<file path="src/verilog/fpuei_pkg.sv">
// Package for the exception and initialization unit of the numeric coprocessor.
// Assumes a single hclk domain and an AHB-Lite register port.
package fpuei_pkg;
   // Register byte offsets
   localparam logic [7:0] OFS_CONTROL = 8'h00;
   localparam logic [7:0] OFS_STATUS = 8'h04;
   localparam logic [7:0] OFS_TAG = 8'h08;
   localparam logic [7:0] OFS_INSTR_PTR = 8'h0c;
   localparam logic [7:0] OFS_DATA_PTR = 8'h10;
   localparam logic [7:0] OFS_COMMAND = 8'h14;
   // Command register bits
   localparam int CMD_INIT_BIT = 0;
   localparam int CMD_CLEAR_BIT = 1;
   // Reset and init values
   localparam logic [15:0] CONTROL_INIT = 16'h037f;
   localparam logic [15:0] TAG_INIT = 16'hffff;
   localparam logic [2:0] TOP_INIT = 3'h0;
   localparam logic [5:0] ALL_MASKED = 6'h3f;
   // Exception bit positions, shared by flags and masks
   localparam int EX_INVALID = 0;
   localparam int EX_DENORM = 1;
   localparam int EX_ZDIV = 2;
   localparam int EX_OVF = 3;
   localparam int EX_UNF = 4;
   localparam int EX_PREC = 5;
   // Status word fields
   localparam int SW_STACK_FAULT = 6;
   localparam int SW_ERR_SUMMARY = 7;
   localparam int SW_C0 = 8;
   localparam int SW_C1 = 9;
   localparam int SW_C2 = 10;
   localparam int SW_TOP_LSB = 11;
   localparam int SW_C3 = 14;
   localparam int SW_BUSY = 15;
   // Control word fields
   localparam int CW_PC_LSB = 8;
   localparam int CW_RC_LSB = 10;
   localparam int CW_INF_CTRL = 12;
   localparam logic [1:0] RC_NEAREST = 2'h0;
   localparam logic [1:0] RC_DOWN = 2'h1;
   localparam logic [1:0] RC_UP = 2'h2;
   localparam logic [1:0] RC_CHOP = 2'h3;
   localparam logic [1:0] TAG_EMPTY = 2'h3;

   typedef enum logic [3:0] {
      OP_ARITH, OP_DIV, OP_COMPARE, OP_INT_STORE, OP_BCD_STORE, OP_LOAD_SD,
      OP_LOAD_EXT, OP_EXTRACT, OP_SCALE, OP_PREM, OP_ENV_STORE, OP_ENV_LOAD
   } fpuei_op_e;

   typedef enum logic [2:0] {
      CLS_ZERO, CLS_NORMAL, CLS_DENORM, CLS_INF, CLS_QNAN, CLS_SNAN, CLS_UNSUP
   } fpuei_cls_e;

   typedef enum logic [3:0] {
      RESP_NONE, RESP_QNAN, RESP_INT_INDEF, RESP_BCD_INDEF, RESP_NORMALIZE, RESP_INF,
      RESP_LARGEST, RESP_DENORM_ZERO, RESP_ROUNDED, RESP_ZERO, RESP_NEG_INF_ST1, RESP_TRAP
   } fpuei_resp_e;

   typedef enum logic [1:0] {ST_IDLE, ST_EXEC, ST_DONE} fpuei_state_e;
   typedef enum logic [1:0] {SW_NONE, SW_INIT, SW_CLEAR, SW_LDCW} fpuei_swop_e;
endpackage

</file>
<file path="src/verilog/fpuei_top.sv">
// Exception detection, masked response, reporting and init state of the coprocessor.
// Assumes datapath classifies operands and results; software reaches registers over AHB-Lite.
// Contract
// - Six exceptions, precedence invalid, denormal, zero divide, overflow, underflow, inexact.
// - Invalid covers sNaN, unsupported, indeterminate, stack faults; masked gives NaN or indefinite.
// - Masked denormal operand is normalized and processing continues.
// - Zero divisor with finite nonzero dividend raises zero divide; masked gives infinity.
// - Masked overflow returns largest finite or infinity per rounding mode.
// - Masked underflow gives denormal or zero; flag only on accuracy loss.
// - Inexact result is rounded, precision flagged, continues when masked.
// - Unmasked exception sets its flag, error summary and the error output.
// - Address of faulting instruction and memory operand kept for the handler.
// - Reset or no-wait init loads control word 037f.
// - Init clears bit 12; infinity is always affine regardless.
// - Init clears flags and busy bit, stack top zero.
// - Condition codes cleared on reset, init and incomplete partial remainder.
// - Init loads tag word ffff, all registers empty.
// - Software tag writes only create empty tags; others follow real contents.
// - Pseudo and unnormal encodings are unsupported, raising invalid operation.
// - Extracting zero raises zero divide, leaves negative infinity in register one.
// - Only quiet NaNs made; qNaN raises invalid only on compare, integer, BCD store.
// - Scale by infinity: zero invalid, finite gives signed zero or infinity.
// - Single/double denormal load raises denormal; extended load never does.
// - Error output mirrors summary, changes only while busy, cleared by listed ops.
//
// The placing of the registers and the AHB-Lite interface to the registers were chosen for this implementation.
`timescale 1ns/1ps
`default_nettype none
module fpuei_top
   import fpuei_pkg::*;
(
   input wire logic hclk,
   input wire logic hresetn,
   input wire logic hsel,
   input wire logic [31:0] haddr,
   input wire logic [1:0] htrans,
   input wire logic hwrite,
   input wire logic [2:0] hsize,
   input wire logic [31:0] hwdata,
   input wire logic hready,
   output logic [31:0] hrdata,
   output logic hreadyout,
   output logic hresp,
   input wire logic instr_valid,
   output logic instr_ready,
   input wire fpuei_op_e instr_op,
   input wire logic [31:0] instr_addr,
   input wire logic [31:0] oper_addr,
   input wire logic has_mem_oper,
   input wire fpuei_cls_e opa_class,
   input wire fpuei_cls_e opb_class,
   input wire logic opa_sign,
   input wire logic stack_overflow,
   input wire logic stack_underflow,
   input wire logic indeterminate,
   input wire logic res_too_big,
   input wire logic res_tiny,
   input wire logic res_denorm_loses,
   input wire logic res_inexact,
   input wire logic res_sign,
   input wire logic prem_incomplete,
   input wire logic [3:0] cc_in,
   input wire logic [2:0] top_in,
   input wire logic [15:0] env_control,
   input wire logic [15:0] env_status,
   input wire logic [15:0] tag_live,
   input wire logic [7:0] reg_written,
   output logic resp_valid,
   output fpuei_resp_e resp_kind,
   output logic resp_sign,
   output logic [1:0] round_mode,
   output logic [1:0] precision_ctrl,
   output logic busy_n,
   output logic error_n
);
   fpuei_state_e state;
   fpuei_swop_e sw_pend;
   logic [15:0] sw_data;
   fpuei_swop_e cur_sw;
   logic [15:0] cur_sw_data;
   logic [15:0] control;
   logic [5:0] flags;
   logic stack_fault;
   logic err_summary;
   logic [3:0] cc;
   logic [2:0] top;
   logic [7:0] forced_empty;
   logic [31:0] instr_ptr;
   logic [31:0] data_ptr;
   // Captured instruction
   fpuei_op_e c_op;
   fpuei_cls_e c_a;
   fpuei_cls_e c_b;
   logic c_asign, c_rsign, c_sovf, c_sunf, c_indet, c_big, c_tiny, c_loses, c_inex;
   logic c_prem_inc, c_mem;
   logic [3:0] c_cc;
   logic [2:0] c_top;
   logic [31:0] c_iaddr, c_oaddr;
   logic [15:0] c_env_cw, c_env_sw;
   // AHB address phase
   logic dp_active, dp_write;
   logic [7:0] dp_addr;
   logic wr_stall;
   logic [5:0] raw_ex;
   logic [5:0] set_ex;
   fpuei_resp_e next_resp;
   logic next_err;
   logic [15:0] status_word;
   logic [15:0] tag_word;

   function automatic logic is_finite(input fpuei_cls_e c);
      is_finite = (c == CLS_ZERO) || (c == CLS_NORMAL) || (c == CLS_DENORM);
   endfunction

   function automatic logic is_nz_finite(input fpuei_cls_e c);
      is_nz_finite = (c == CLS_NORMAL) || (c == CLS_DENORM);
   endfunction

   // Raw exception vector in mask bit order
   function automatic logic [5:0] classify(
      input fpuei_op_e op, input fpuei_cls_e a, input fpuei_cls_e b,
      input logic sovf, input logic sunf, input logic indet,
      input logic big, input logic tiny, input logic inex);
      logic qnan_traps;
      logic inval;
      logic den;
      qnan_traps = (op == OP_COMPARE) || (op == OP_INT_STORE) || (op == OP_BCD_STORE);
      inval = (a == CLS_SNAN) || (b == CLS_SNAN)
         || (a == CLS_UNSUP) || (b == CLS_UNSUP)
         || indet || sovf || sunf
         || (qnan_traps && ((a == CLS_QNAN) || (b == CLS_QNAN)))
         || (op == OP_SCALE && a == CLS_ZERO && b == CLS_INF);
      den = (op != OP_LOAD_EXT)
         && ((a == CLS_DENORM) || (op != OP_LOAD_SD && b == CLS_DENORM));
      classify = '0;
      classify[EX_INVALID] = inval;
      classify[EX_DENORM] = den;
      classify[EX_ZDIV] = (op == OP_DIV && b == CLS_ZERO && is_nz_finite(a))
         || (op == OP_EXTRACT && a == CLS_ZERO);
      classify[EX_OVF] = big;
      classify[EX_UNF] = tiny;
      classify[EX_PREC] = inex;
   endfunction

   // Masked overflow answer follows rounding direction
   function automatic fpuei_resp_e ovf_resp(input logic [1:0] rc, input logic neg);
      unique case (rc)
         RC_NEAREST: ovf_resp = RESP_INF;
         RC_DOWN: ovf_resp = neg ? RESP_INF : RESP_LARGEST;
         RC_UP: ovf_resp = neg ? RESP_LARGEST : RESP_INF;
         RC_CHOP: ovf_resp = RESP_LARGEST;
      endcase
   endfunction

   // Bit 12 is stored but never steers arithmetic: infinity is affine
   assign round_mode = control[CW_RC_LSB +: 2];
   assign precision_ctrl = control[CW_PC_LSB +: 2];

   always_comb begin
      raw_ex = classify(c_op, c_a, c_b, c_sovf, c_sunf, c_indet, c_big, c_tiny, c_inex);
      set_ex = raw_ex;
      // Masked underflow flags only with loss of accuracy
      set_ex[EX_UNF] = raw_ex[EX_UNF] && (!control[EX_UNF] || c_loses);
      next_err = |(set_ex & ~control[5:0]);
      next_resp = RESP_NONE;
      // Highest-precedence raised exception decides the answer
      if (set_ex[EX_INVALID]) begin
         if (!control[EX_INVALID])
            next_resp = RESP_TRAP;
         else if (c_op == OP_INT_STORE)
            next_resp = RESP_INT_INDEF;
         else if (c_op == OP_BCD_STORE)
            next_resp = RESP_BCD_INDEF;
         else
            next_resp = RESP_QNAN;
      end else if (set_ex[EX_DENORM]) begin
         next_resp = control[EX_DENORM] ? RESP_NORMALIZE : RESP_TRAP;
      end else if (set_ex[EX_ZDIV]) begin
         if (!control[EX_ZDIV])
            next_resp = RESP_TRAP;
         else
            next_resp = (c_op == OP_EXTRACT) ? RESP_NEG_INF_ST1 : RESP_INF;
      end else if (set_ex[EX_OVF]) begin
         next_resp = control[EX_OVF] ? ovf_resp(round_mode, c_rsign) : RESP_TRAP;
      end else if (raw_ex[EX_UNF]) begin
         next_resp = control[EX_UNF] ? RESP_DENORM_ZERO : RESP_TRAP;
      end else if (set_ex[EX_PREC]) begin
         next_resp = control[EX_PREC] ? RESP_ROUNDED : RESP_TRAP;
      end else if (c_op == OP_SCALE && is_finite(c_a) && c_b == CLS_INF) begin
         next_resp = c_rsign ? RESP_ZERO : RESP_INF;
      end
   end

   // AHB-Lite slave: zero wait, stalls only a second queued software op
   always_ff @(posedge hclk or negedge hresetn) begin
      if (!hresetn) begin
         dp_active <= 1'b0;
         dp_write <= 1'b0;
         dp_addr <= 8'h00;
      end else if (hreadyout) begin
         dp_active <= hsel && htrans[1] && hready;
         dp_write <= hwrite;
         dp_addr <= haddr[7:0];
      end
   end

   assign wr_stall = dp_active && dp_write && (sw_pend != SW_NONE)
      && (dp_addr == OFS_CONTROL || dp_addr == OFS_COMMAND);
   assign hreadyout = !wr_stall;
   assign hresp = 1'b0;

   // Non-empty tags come from real register contents
   always_comb begin
      for (int i = 0; i < 8; i++)
         tag_word[2*i +: 2] = forced_empty[i] ? TAG_EMPTY : tag_live[2*i +: 2];
   end

   always_comb begin
      status_word = '0;
      status_word[5:0] = flags;
      status_word[SW_STACK_FAULT] = stack_fault;
      status_word[SW_ERR_SUMMARY] = err_summary;
      status_word[SW_C0] = cc[0];
      status_word[SW_C1] = cc[1];
      status_word[SW_C2] = cc[2];
      status_word[SW_C3] = cc[3];
      status_word[SW_TOP_LSB +: 3] = top;
      status_word[SW_BUSY] = (state != ST_IDLE);
   end

   always_ff @(posedge hclk or negedge hresetn) begin
      if (!hresetn)
         hrdata <= 32'h0000_0000;
      else if (hsel && htrans[1] && hready && !hwrite && hreadyout) begin
         unique case (haddr[7:0])
            OFS_CONTROL: hrdata <= {16'h0000, control};
            OFS_STATUS: hrdata <= {16'h0000, status_word};
            OFS_TAG: hrdata <= {16'h0000, tag_word};
            OFS_INSTR_PTR: hrdata <= instr_ptr;
            OFS_DATA_PTR: hrdata <= data_ptr;
            default: hrdata <= 32'h0000_0000;
         endcase
      end
   end

   // Software ops queue until the unit is idle
   always_ff @(posedge hclk or negedge hresetn) begin
      if (!hresetn) begin
         sw_pend <= SW_NONE;
         sw_data <= 16'h0000;
      end else if (dp_active && dp_write && !wr_stall && dp_addr == OFS_CONTROL) begin
         sw_pend <= SW_LDCW;
         sw_data <= hwdata[15:0];
      end else if (dp_active && dp_write && !wr_stall && dp_addr == OFS_COMMAND
         && hwdata[CMD_INIT_BIT]) begin
         sw_pend <= SW_INIT;
      end else if (dp_active && dp_write && !wr_stall && dp_addr == OFS_COMMAND
         && hwdata[CMD_CLEAR_BIT]) begin
         sw_pend <= SW_CLEAR;
      end else if (state == ST_IDLE) begin
         sw_pend <= SW_NONE;
      end
   end

   assign instr_ready = (state == ST_IDLE) && (sw_pend == SW_NONE);

   always_ff @(posedge hclk or negedge hresetn) begin
      if (!hresetn)
         state <= ST_IDLE;
      else begin
         unique case (state)
            ST_IDLE: if (sw_pend != SW_NONE || instr_valid) state <= ST_EXEC;
            ST_EXEC: state <= ST_DONE;
            ST_DONE: state <= ST_IDLE;
         endcase
      end
   end

   assign busy_n = (state == ST_IDLE);
   assign error_n = !err_summary;

   // Capture the op being started
   always_ff @(posedge hclk or negedge hresetn) begin
      if (!hresetn) begin
         cur_sw <= SW_NONE;
         cur_sw_data <= 16'h0000;
         c_op <= OP_ARITH;
         c_a <= CLS_ZERO;
         c_b <= CLS_ZERO;
         {c_asign, c_rsign, c_sovf, c_sunf, c_indet, c_big, c_tiny, c_loses} <= 8'h00;
         {c_inex, c_prem_inc, c_mem} <= 3'h0;
         c_cc <= 4'h0;
         c_top <= 3'h0;
         c_iaddr <= 32'h0000_0000;
         c_oaddr <= 32'h0000_0000;
         c_env_cw <= 16'h0000;
         c_env_sw <= 16'h0000;
      end else if (state == ST_IDLE) begin
         cur_sw <= sw_pend;
         cur_sw_data <= sw_data;
         c_op <= instr_op;
         c_a <= opa_class;
         c_b <= opb_class;
         {c_asign, c_rsign, c_sovf, c_sunf} <= {opa_sign, res_sign, stack_overflow,
            stack_underflow};
         {c_indet, c_big, c_tiny, c_loses} <= {indeterminate, res_too_big, res_tiny,
            res_denorm_loses};
         {c_inex, c_prem_inc, c_mem} <= {res_inexact, prem_incomplete, has_mem_oper};
         c_cc <= cc_in;
         c_top <= top_in;
         c_iaddr <= instr_addr;
         c_oaddr <= oper_addr;
         c_env_cw <= env_control;
         c_env_sw <= env_status;
      end
   end

   // Architectural state; all changes land at the end of the busy exec cycle
   always_ff @(posedge hclk or negedge hresetn) begin
      if (!hresetn) begin
         control <= CONTROL_INIT;
         flags <= 6'h00;
         stack_fault <= 1'b0;
         err_summary <= 1'b0;
         cc <= 4'h0;
         top <= TOP_INIT;
      end else if (state == ST_EXEC) begin
         unique case (cur_sw)
            SW_INIT: begin
               control <= CONTROL_INIT;
               flags <= 6'h00;
               stack_fault <= 1'b0;
               err_summary <= 1'b0;
               cc <= 4'h0;
               top <= TOP_INIT;
            end
            SW_CLEAR: begin
               flags <= 6'h00;
               stack_fault <= 1'b0;
               err_summary <= 1'b0;
            end
            SW_LDCW: begin
               control <= cur_sw_data;
               err_summary <= |(flags & ~cur_sw_data[5:0]);
            end
            SW_NONE: begin
               if (c_op == OP_ENV_STORE) begin
                  // Storing the environment masks everything
                  control[5:0] <= ALL_MASKED;
                  err_summary <= 1'b0;
               end else if (c_op == OP_ENV_LOAD) begin
                  control <= c_env_cw;
                  flags <= c_env_sw[5:0];
                  stack_fault <= c_env_sw[SW_STACK_FAULT];
                  cc <= {c_env_sw[SW_C3], c_env_sw[SW_C2], c_env_sw[SW_C1], c_env_sw[SW_C0]};
                  top <= c_env_sw[SW_TOP_LSB +: 3];
                  err_summary <= |(c_env_sw[5:0] & ~c_env_cw[5:0]);
               end else begin
                  flags <= flags | set_ex;
                  if (c_sovf || c_sunf)
                     stack_fault <= 1'b1;
                  if (next_err)
                     err_summary <= 1'b1;
                  cc <= (c_op == OP_PREM && c_prem_inc) ? 4'h0 : c_cc;
                  top <= c_top;
               end
            end
         endcase
      end
   end

   // Pointers of the last escape kept for the handler
   always_ff @(posedge hclk or negedge hresetn) begin
      if (!hresetn) begin
         instr_ptr <= 32'h0000_0000;
         data_ptr <= 32'h0000_0000;
      end else if (state == ST_EXEC && cur_sw == SW_NONE
         && c_op != OP_ENV_STORE && c_op != OP_ENV_LOAD) begin
         instr_ptr <= c_iaddr;
         if (c_mem)
            data_ptr <= c_oaddr;
      end
   end

   // Software may only force empty; datapath writes reveal real tags
   always_ff @(posedge hclk or negedge hresetn) begin
      if (!hresetn)
         forced_empty <= 8'hff;
      else if (state == ST_EXEC && cur_sw == SW_INIT)
         forced_empty <= 8'hff;
      else if (dp_active && dp_write && dp_addr == OFS_TAG) begin
         for (int i = 0; i < 8; i++)
            forced_empty[i] <= (hwdata[2*i +: 2] == TAG_EMPTY);
      end else
         forced_empty <= forced_empty & ~reg_written;
   end

   // Response to the datapath, one pulse per instruction
   always_ff @(posedge hclk or negedge hresetn) begin
      if (!hresetn) begin
         resp_valid <= 1'b0;
         resp_kind <= RESP_NONE;
         resp_sign <= 1'b0;
      end else begin
         resp_valid <= (state == ST_EXEC) && (cur_sw == SW_NONE);
         if (state == ST_EXEC && cur_sw == SW_NONE) begin
            resp_kind <= next_resp;
            resp_sign <= (next_resp == RESP_NEG_INF_ST1) ? 1'b1
               : (next_resp == RESP_ZERO || next_resp == RESP_INF) && c_op == OP_SCALE
               ? c_asign : c_rsign;
         end
      end
   end
endmodule
`default_nettype wire

</file>
<file path="config.mk">
export PLATFORM = sky130hd
export DESIGN_NAME = fpuei_top
export DESIGN_NICKNAME = d
export VERILOG_FILES = /design/src/verilog/fpuei_pkg.sv /design/src/verilog/fpuei_top.sv
export SDC_FILE = /design/constraint.sdc
export NUM_CORES = 1
export LEC_CHECK = 0
export BUFFER_PORTS_ARGS = -buffer_cell sky130_fd_sc_hd__buf_2
export CORE_MARGIN = 2
export CORE_UTILIZATION = 55
export CTS_BUF_LIST = sky130_fd_sc_hd__clkbuf_8
export CTS_CLUSTER_SIZE = 20
export DETAILED_ROUTE_END_ITERATION = 8
export HOLD_SLACK_MARGIN = 0.1
export MAX_ROUTING_LAYER = met4
export PLACE_DENSITY = 0.8
export REMOVE_ABC_BUFFERS = 1
export SLEW_MARGIN = 20
export SYNTH_ARGS = -nofsm -noshare
export SYNTH_HDL_FRONTEND = slang
export SYNTH_SLANG_ARGS = --single-unit
</file>
<file path="constraint.sdc">
create_clock -name hclk -period 3.9 [get_ports hclk]
set_clock_uncertainty 0.2 [all_clocks]
set_input_delay 0.195 -clock hclk [delete_from_list [all_inputs] [get_ports hclk]]
set_output_delay 0.195 -clock hclk [all_outputs]
set_load 0.03 [all_outputs]
</file>
==> results of run 1 <==
-- routing by layer --
metal	global-route usage
met5	-
met4	0.136
met3	0.0708
met2	0.549
met1	0.373
-- cells in the mapped netlist, drive strengths merged (2+ instances only) --
cell type  number
nor4            5
o31ai           9
dfstp          17
nand4           2
nand3b         10
and3            3
clkbuf         50
nand3          25
buf            13
mux2i           5
nor3            8
nand2b         21
o21ai          56
nor2b           2
o311ai         17
and4            2
nor2           35
nor3b           4
mux2          214
and3b           2
nand2          67
a21oi          16
or4             2
a21o            3
o22ai           8
nor4b           3
inv            22
a311oi          2
or3             5
and2            9
a22oi          37
xor2            3
or2             2
a211oi          2
o211ai          2
dfrtp         294
a31oi          17
a221oi          5
ha              6
a222oi         16
-- repair_timing --
action,in CTS,in global routing
hold buffers,184,0
endpoints found under the hold margin,476,0
gates resized for setup,0,0
-- logic make-up after synthesis --
kind of cell             after synthesis  synth area share
AO/OA/AOI/OAI                        198             0.105
flip-flops                           311             0.591
multiplexers                         219             0.186
adder cells (fa/ha/maj)                6           0.00569
XOR/XNOR                               3           0.00199
other                                  1          0.000284
buffers and inverters                 85            0.0256
AND/OR/NAND/NOR                      213            0.0835
-- stage by stage --
step	area, um2	instances	hold slack (ns)	setup TNS [ns]
global route	17400	1803	0.175	0
floorplan	12900	973	-0.301	-137.49
detailed placement	14600	1528	-0.0276	0
CTS	17400	1803	0.128	0
global placement	14600	1528	-0.0228	0
==> flow_summary.ini, run 1 <==
[placed_design]
dp_hpwl_mm = 22.6
pre_cts_slack_ns = 0.645
gp_congestion = 0.899
port_buffers = 222

[logic_synthesis]
ys_types = 60
ys.flop_type = dfrtp_1
yosysTopAreaCell = dfrtp_1
synth_top_area_frac = 0.558
ys_async_sr_fraction = 1.00
synthCells = 1036
ys_seq_area_frac = 0.591
synth_edf_count = 0
ys_ff_latch = 311
syn_area_per_cell_um2 = 12.7
synthTopCellsByArea = dfrtp_1 56%, mux2_2 18%, dfstp_2 3.4%, a22oi_1 2.1%, o21ai_0 1.9%
netlist_area_mm2 = 0.0132
yosys_warnings = 0

[clock_network]
htreeDepth = 2
postCtsSetupRepairBufs = 0
ctsLongestPathBuffers = 3
cts.sinks = 311
cts_made_buffers = 49
clock-root-buffer = clkbuf_8

[floorplanning]
start_util = 0.560
io_pins = 270
die_w_um = 159
die_h_um = 159
num_rows = 56

[global_routing]
grt_overflow = 0
grt_max_degree = 110
grt_pass1_vias = 11500
grt_usage = 0.323
grt_pass1_wl_mm = 62.1
antenna_found_initial = 0

[run_status]
haltStage = 5_2_route
status = did not finish
error = [ERROR DRT-0255] Maze Route cannot find path of net reg_written[2] in worker of routeBox ( 144900 0 ) ( 158885 48300 ).
==> inputs of run 2 (changes only) <==
CORE_UTILIZATION = 40   (was 55)
CTS_BUF_LIST = unset   (was sky130_fd_sc_hd__clkbuf_8)
CTS_CLUSTER_SIZE = unset   (was 20)
HOLD_SLACK_MARGIN = unset   (was 0.1)
MAX_ROUTING_LAYER = unset   (was met4)
PLACE_DENSITY = unset   (was 0.8)
PLACE_DENSITY_LB_ADDON = 0.15   (was unset)
==> flow_summary.ini, run 2 <==
[routing]
wl_mm = 37.1
drc_errors = 0
ant_nets = 0
wl_per_cell_um = 19.5
drt-pass1-iter-count = 7
vias = 9786
vias_per_cell = 5.14
drt-initial-drc-count = 448

[final_layout]
diodes = 0
fin_cells = 1903
final_common_cell = dfrtp_1
layout_common_cells = 294 x dfrtp_1, 221 x buf_2, 214 x mux2_2, 180 x dlygate4sd3_1, 66 x nand2_1
area_delta_synth_final_pct = 35.1
utilization = 0.548
drive_gt1_frac = 0.372
nets = 1663
final_area_mm2 = 0.0178

[logic_synthesis]
syn_area_per_cell_um2 = 12.7
ys_ff_latch = 311
ys_async_sr_fraction = 1.00
yosys_warnings = 0
netlist_area_mm2 = 0.0132
ys_types = 60
synth_edf_count = 0
synthTopCellsByArea = dfrtp_1 56%, mux2_2 18%, dfstp_2 3.4%, a22oi_1 2.1%, o21ai_0 1.9%
ys.flop_type = dfrtp_1
yosysTopAreaCell = dfrtp_1
synthCells = 1036
synthTopCellsByCount = 294 x dfrtp_1, 214 x mux2_2, 67 x nand2_1
synth_top_area_frac = 0.558
synth_most_common_cell = dfrtp_1
ys_seq_area_frac = 0.591

[placed_design]
dp.cells = 1657
dp_hpwl_mm = 23.9
placed_area_mm2 = 0.0148
port_buffers = 222
gp_congestion = 0.873

[critical_path]
path_max_fanout = 8
start_kind = flop
critPathTopFamily = simple AND/OR/NAND/NOR gates
critical-path-slowest-cell = dlygate4sd3_1
crit_type = reg -> reg
crit_arrival_ns = 3.44
cpPeakStageDelay_ns = 0.58
cp.required_ns = 4.16
critPathBufInv = 2
path_cells = or3_1, nor3_1, and3_1, nand3_1, dlygate4sd3_1, nand3_1, dlygate4sd3_1
critPathCaptureType = flop

[clock_network]
htreeDepth = 2
ctsLongestPathBuffers = 3
clk_pin_slew_ns = 0.05
clock-root-buffer = clkbuf_16
cts_made_buffers = 37
cts_tree = yes
cts-resized-gates = 0
postCtsSetupRepairBufs = 0
cts.sinks = 311
clock_latency_ns = 0.54

[floorplanning]
dieArea_mm2 = 0.0345
die_w_um = 186
core-area_mm2 = 0.0325
io_pins = 270
start_util = 0.406
num_rows = 66
die_h_um = 186

[min_path]
holdCritPathClass = in -> reg

[timing]
max_slew_margin = 0.391
fmax_mhz = 315
hold_ws_ns = 0.0379
rsz0062_at_grt = no
setup_viol = 0
fin_setup_tns_ns = 0
finalCriticalPeriod_ns = 3.18
maxSlewViolCount = 0
hold_violations = 0
period_share = 0.814
worstMarginPinSlew_ns = 0.914

[run_status]
status = complete, no violations

[pwr]
ir_worst_vdd_v = 0.000351
power.leakage_nw = 7.82
p_per_area_mw_per_mm2 = 731

[global_routing]
antenna_found_initial = 0
grt_max_degree = 114
grt_pass1_vias = 10200
grt_usage = 0.218
grt_pass1_wl_mm = 57.0
grt_overflow = 0

[flow_run]
maxCapViolCount = 0
==> run 2: area by class of cell <==
class                   count  area [um2]
inverters                  22        82.6
fillers                  2841       14700
clock buffers              54        1070
clock inverters            12         115
repair buffers            422        3120
flip-flops and latches    311        7800
multi-input cells         640        5080
well taps                 442         553
==> run 2: per-stage QoR <==
stage	setup WS, ns	power (W)
final	0.725	0.0130
after global routing	0.593	0.0139
after CTS	0.732	0.0132
after detailed placement	0.743	0.00966
after global placement	0.760	0.00953
after floorplan	-1.81	0.00848
==> run 2: power by group <==
part	leakage (nW)	switching (W)	internal [W]
Clock	0.588	0.00136	0.00198
Combinational	3.55	0.00196	0.00220
Sequential	3.68	0.000908	0.00462
==> run 2: what timing repair did <==
action | in CTS | in global routing
hold buffers | 180 | 0
endpoints found under the setup margin | 0 | 0
endpoints found under the hold margin | 276 | 0
==> run 2: worst min-delay path, stage by stage <==
cell and delay [ns]:
buf_2 0.09, nand3_1 0.11, nor2_2 0.15, nor2_1 0.12, a31oi_1 0.05
==> run 2: final timing paths <==
kind	start	endpoint	slack, ns	cells after the start
worst min register to register	resp_kind[3]	resp_kind[3]	0.27	2
worst max register to register	dp_addr[5]	forced_empty[7]	0.72	7
worst max-delay path	dp_addr[5]	forced_empty[7]	0.72	7
min in group asynchronous	hresetn	instr_ptr[6]	0.15	2
max in group asynchronous	hresetn	forced_empty[0]	2.32	3
worst min-delay path	hready	hrdata[14]	0.04	5
==> run 2: kinds of logic (layout without fill, tap and decap cells) <==
kind of cell / count (synthesis) / after routing / synth area share
and+or+nand+nor: 213 / 213 / 0.0835
other: 1 / 1 / 0.000284
muxes: 219 / 219 / 0.186
buffers and inverters: 85 / 510 / 0.0256
adders and majority gates: 6 / 6 / 0.00569
xor gates and xnor gates: 3 / 3 / 0.00199
AOI/OAI and AO/OA: 198 / 198 / 0.105
DFF: 311 / 311 / 0.591
==> run 2: metal layers <==
layer,routed length (um),GRT usage
met1,15800,0.277
met2,18000,0.373
met3,2270,0.0460
met4,1010,0.0683
met5,0,0
No activity file was read; power rests on OpenSTA's default activity.
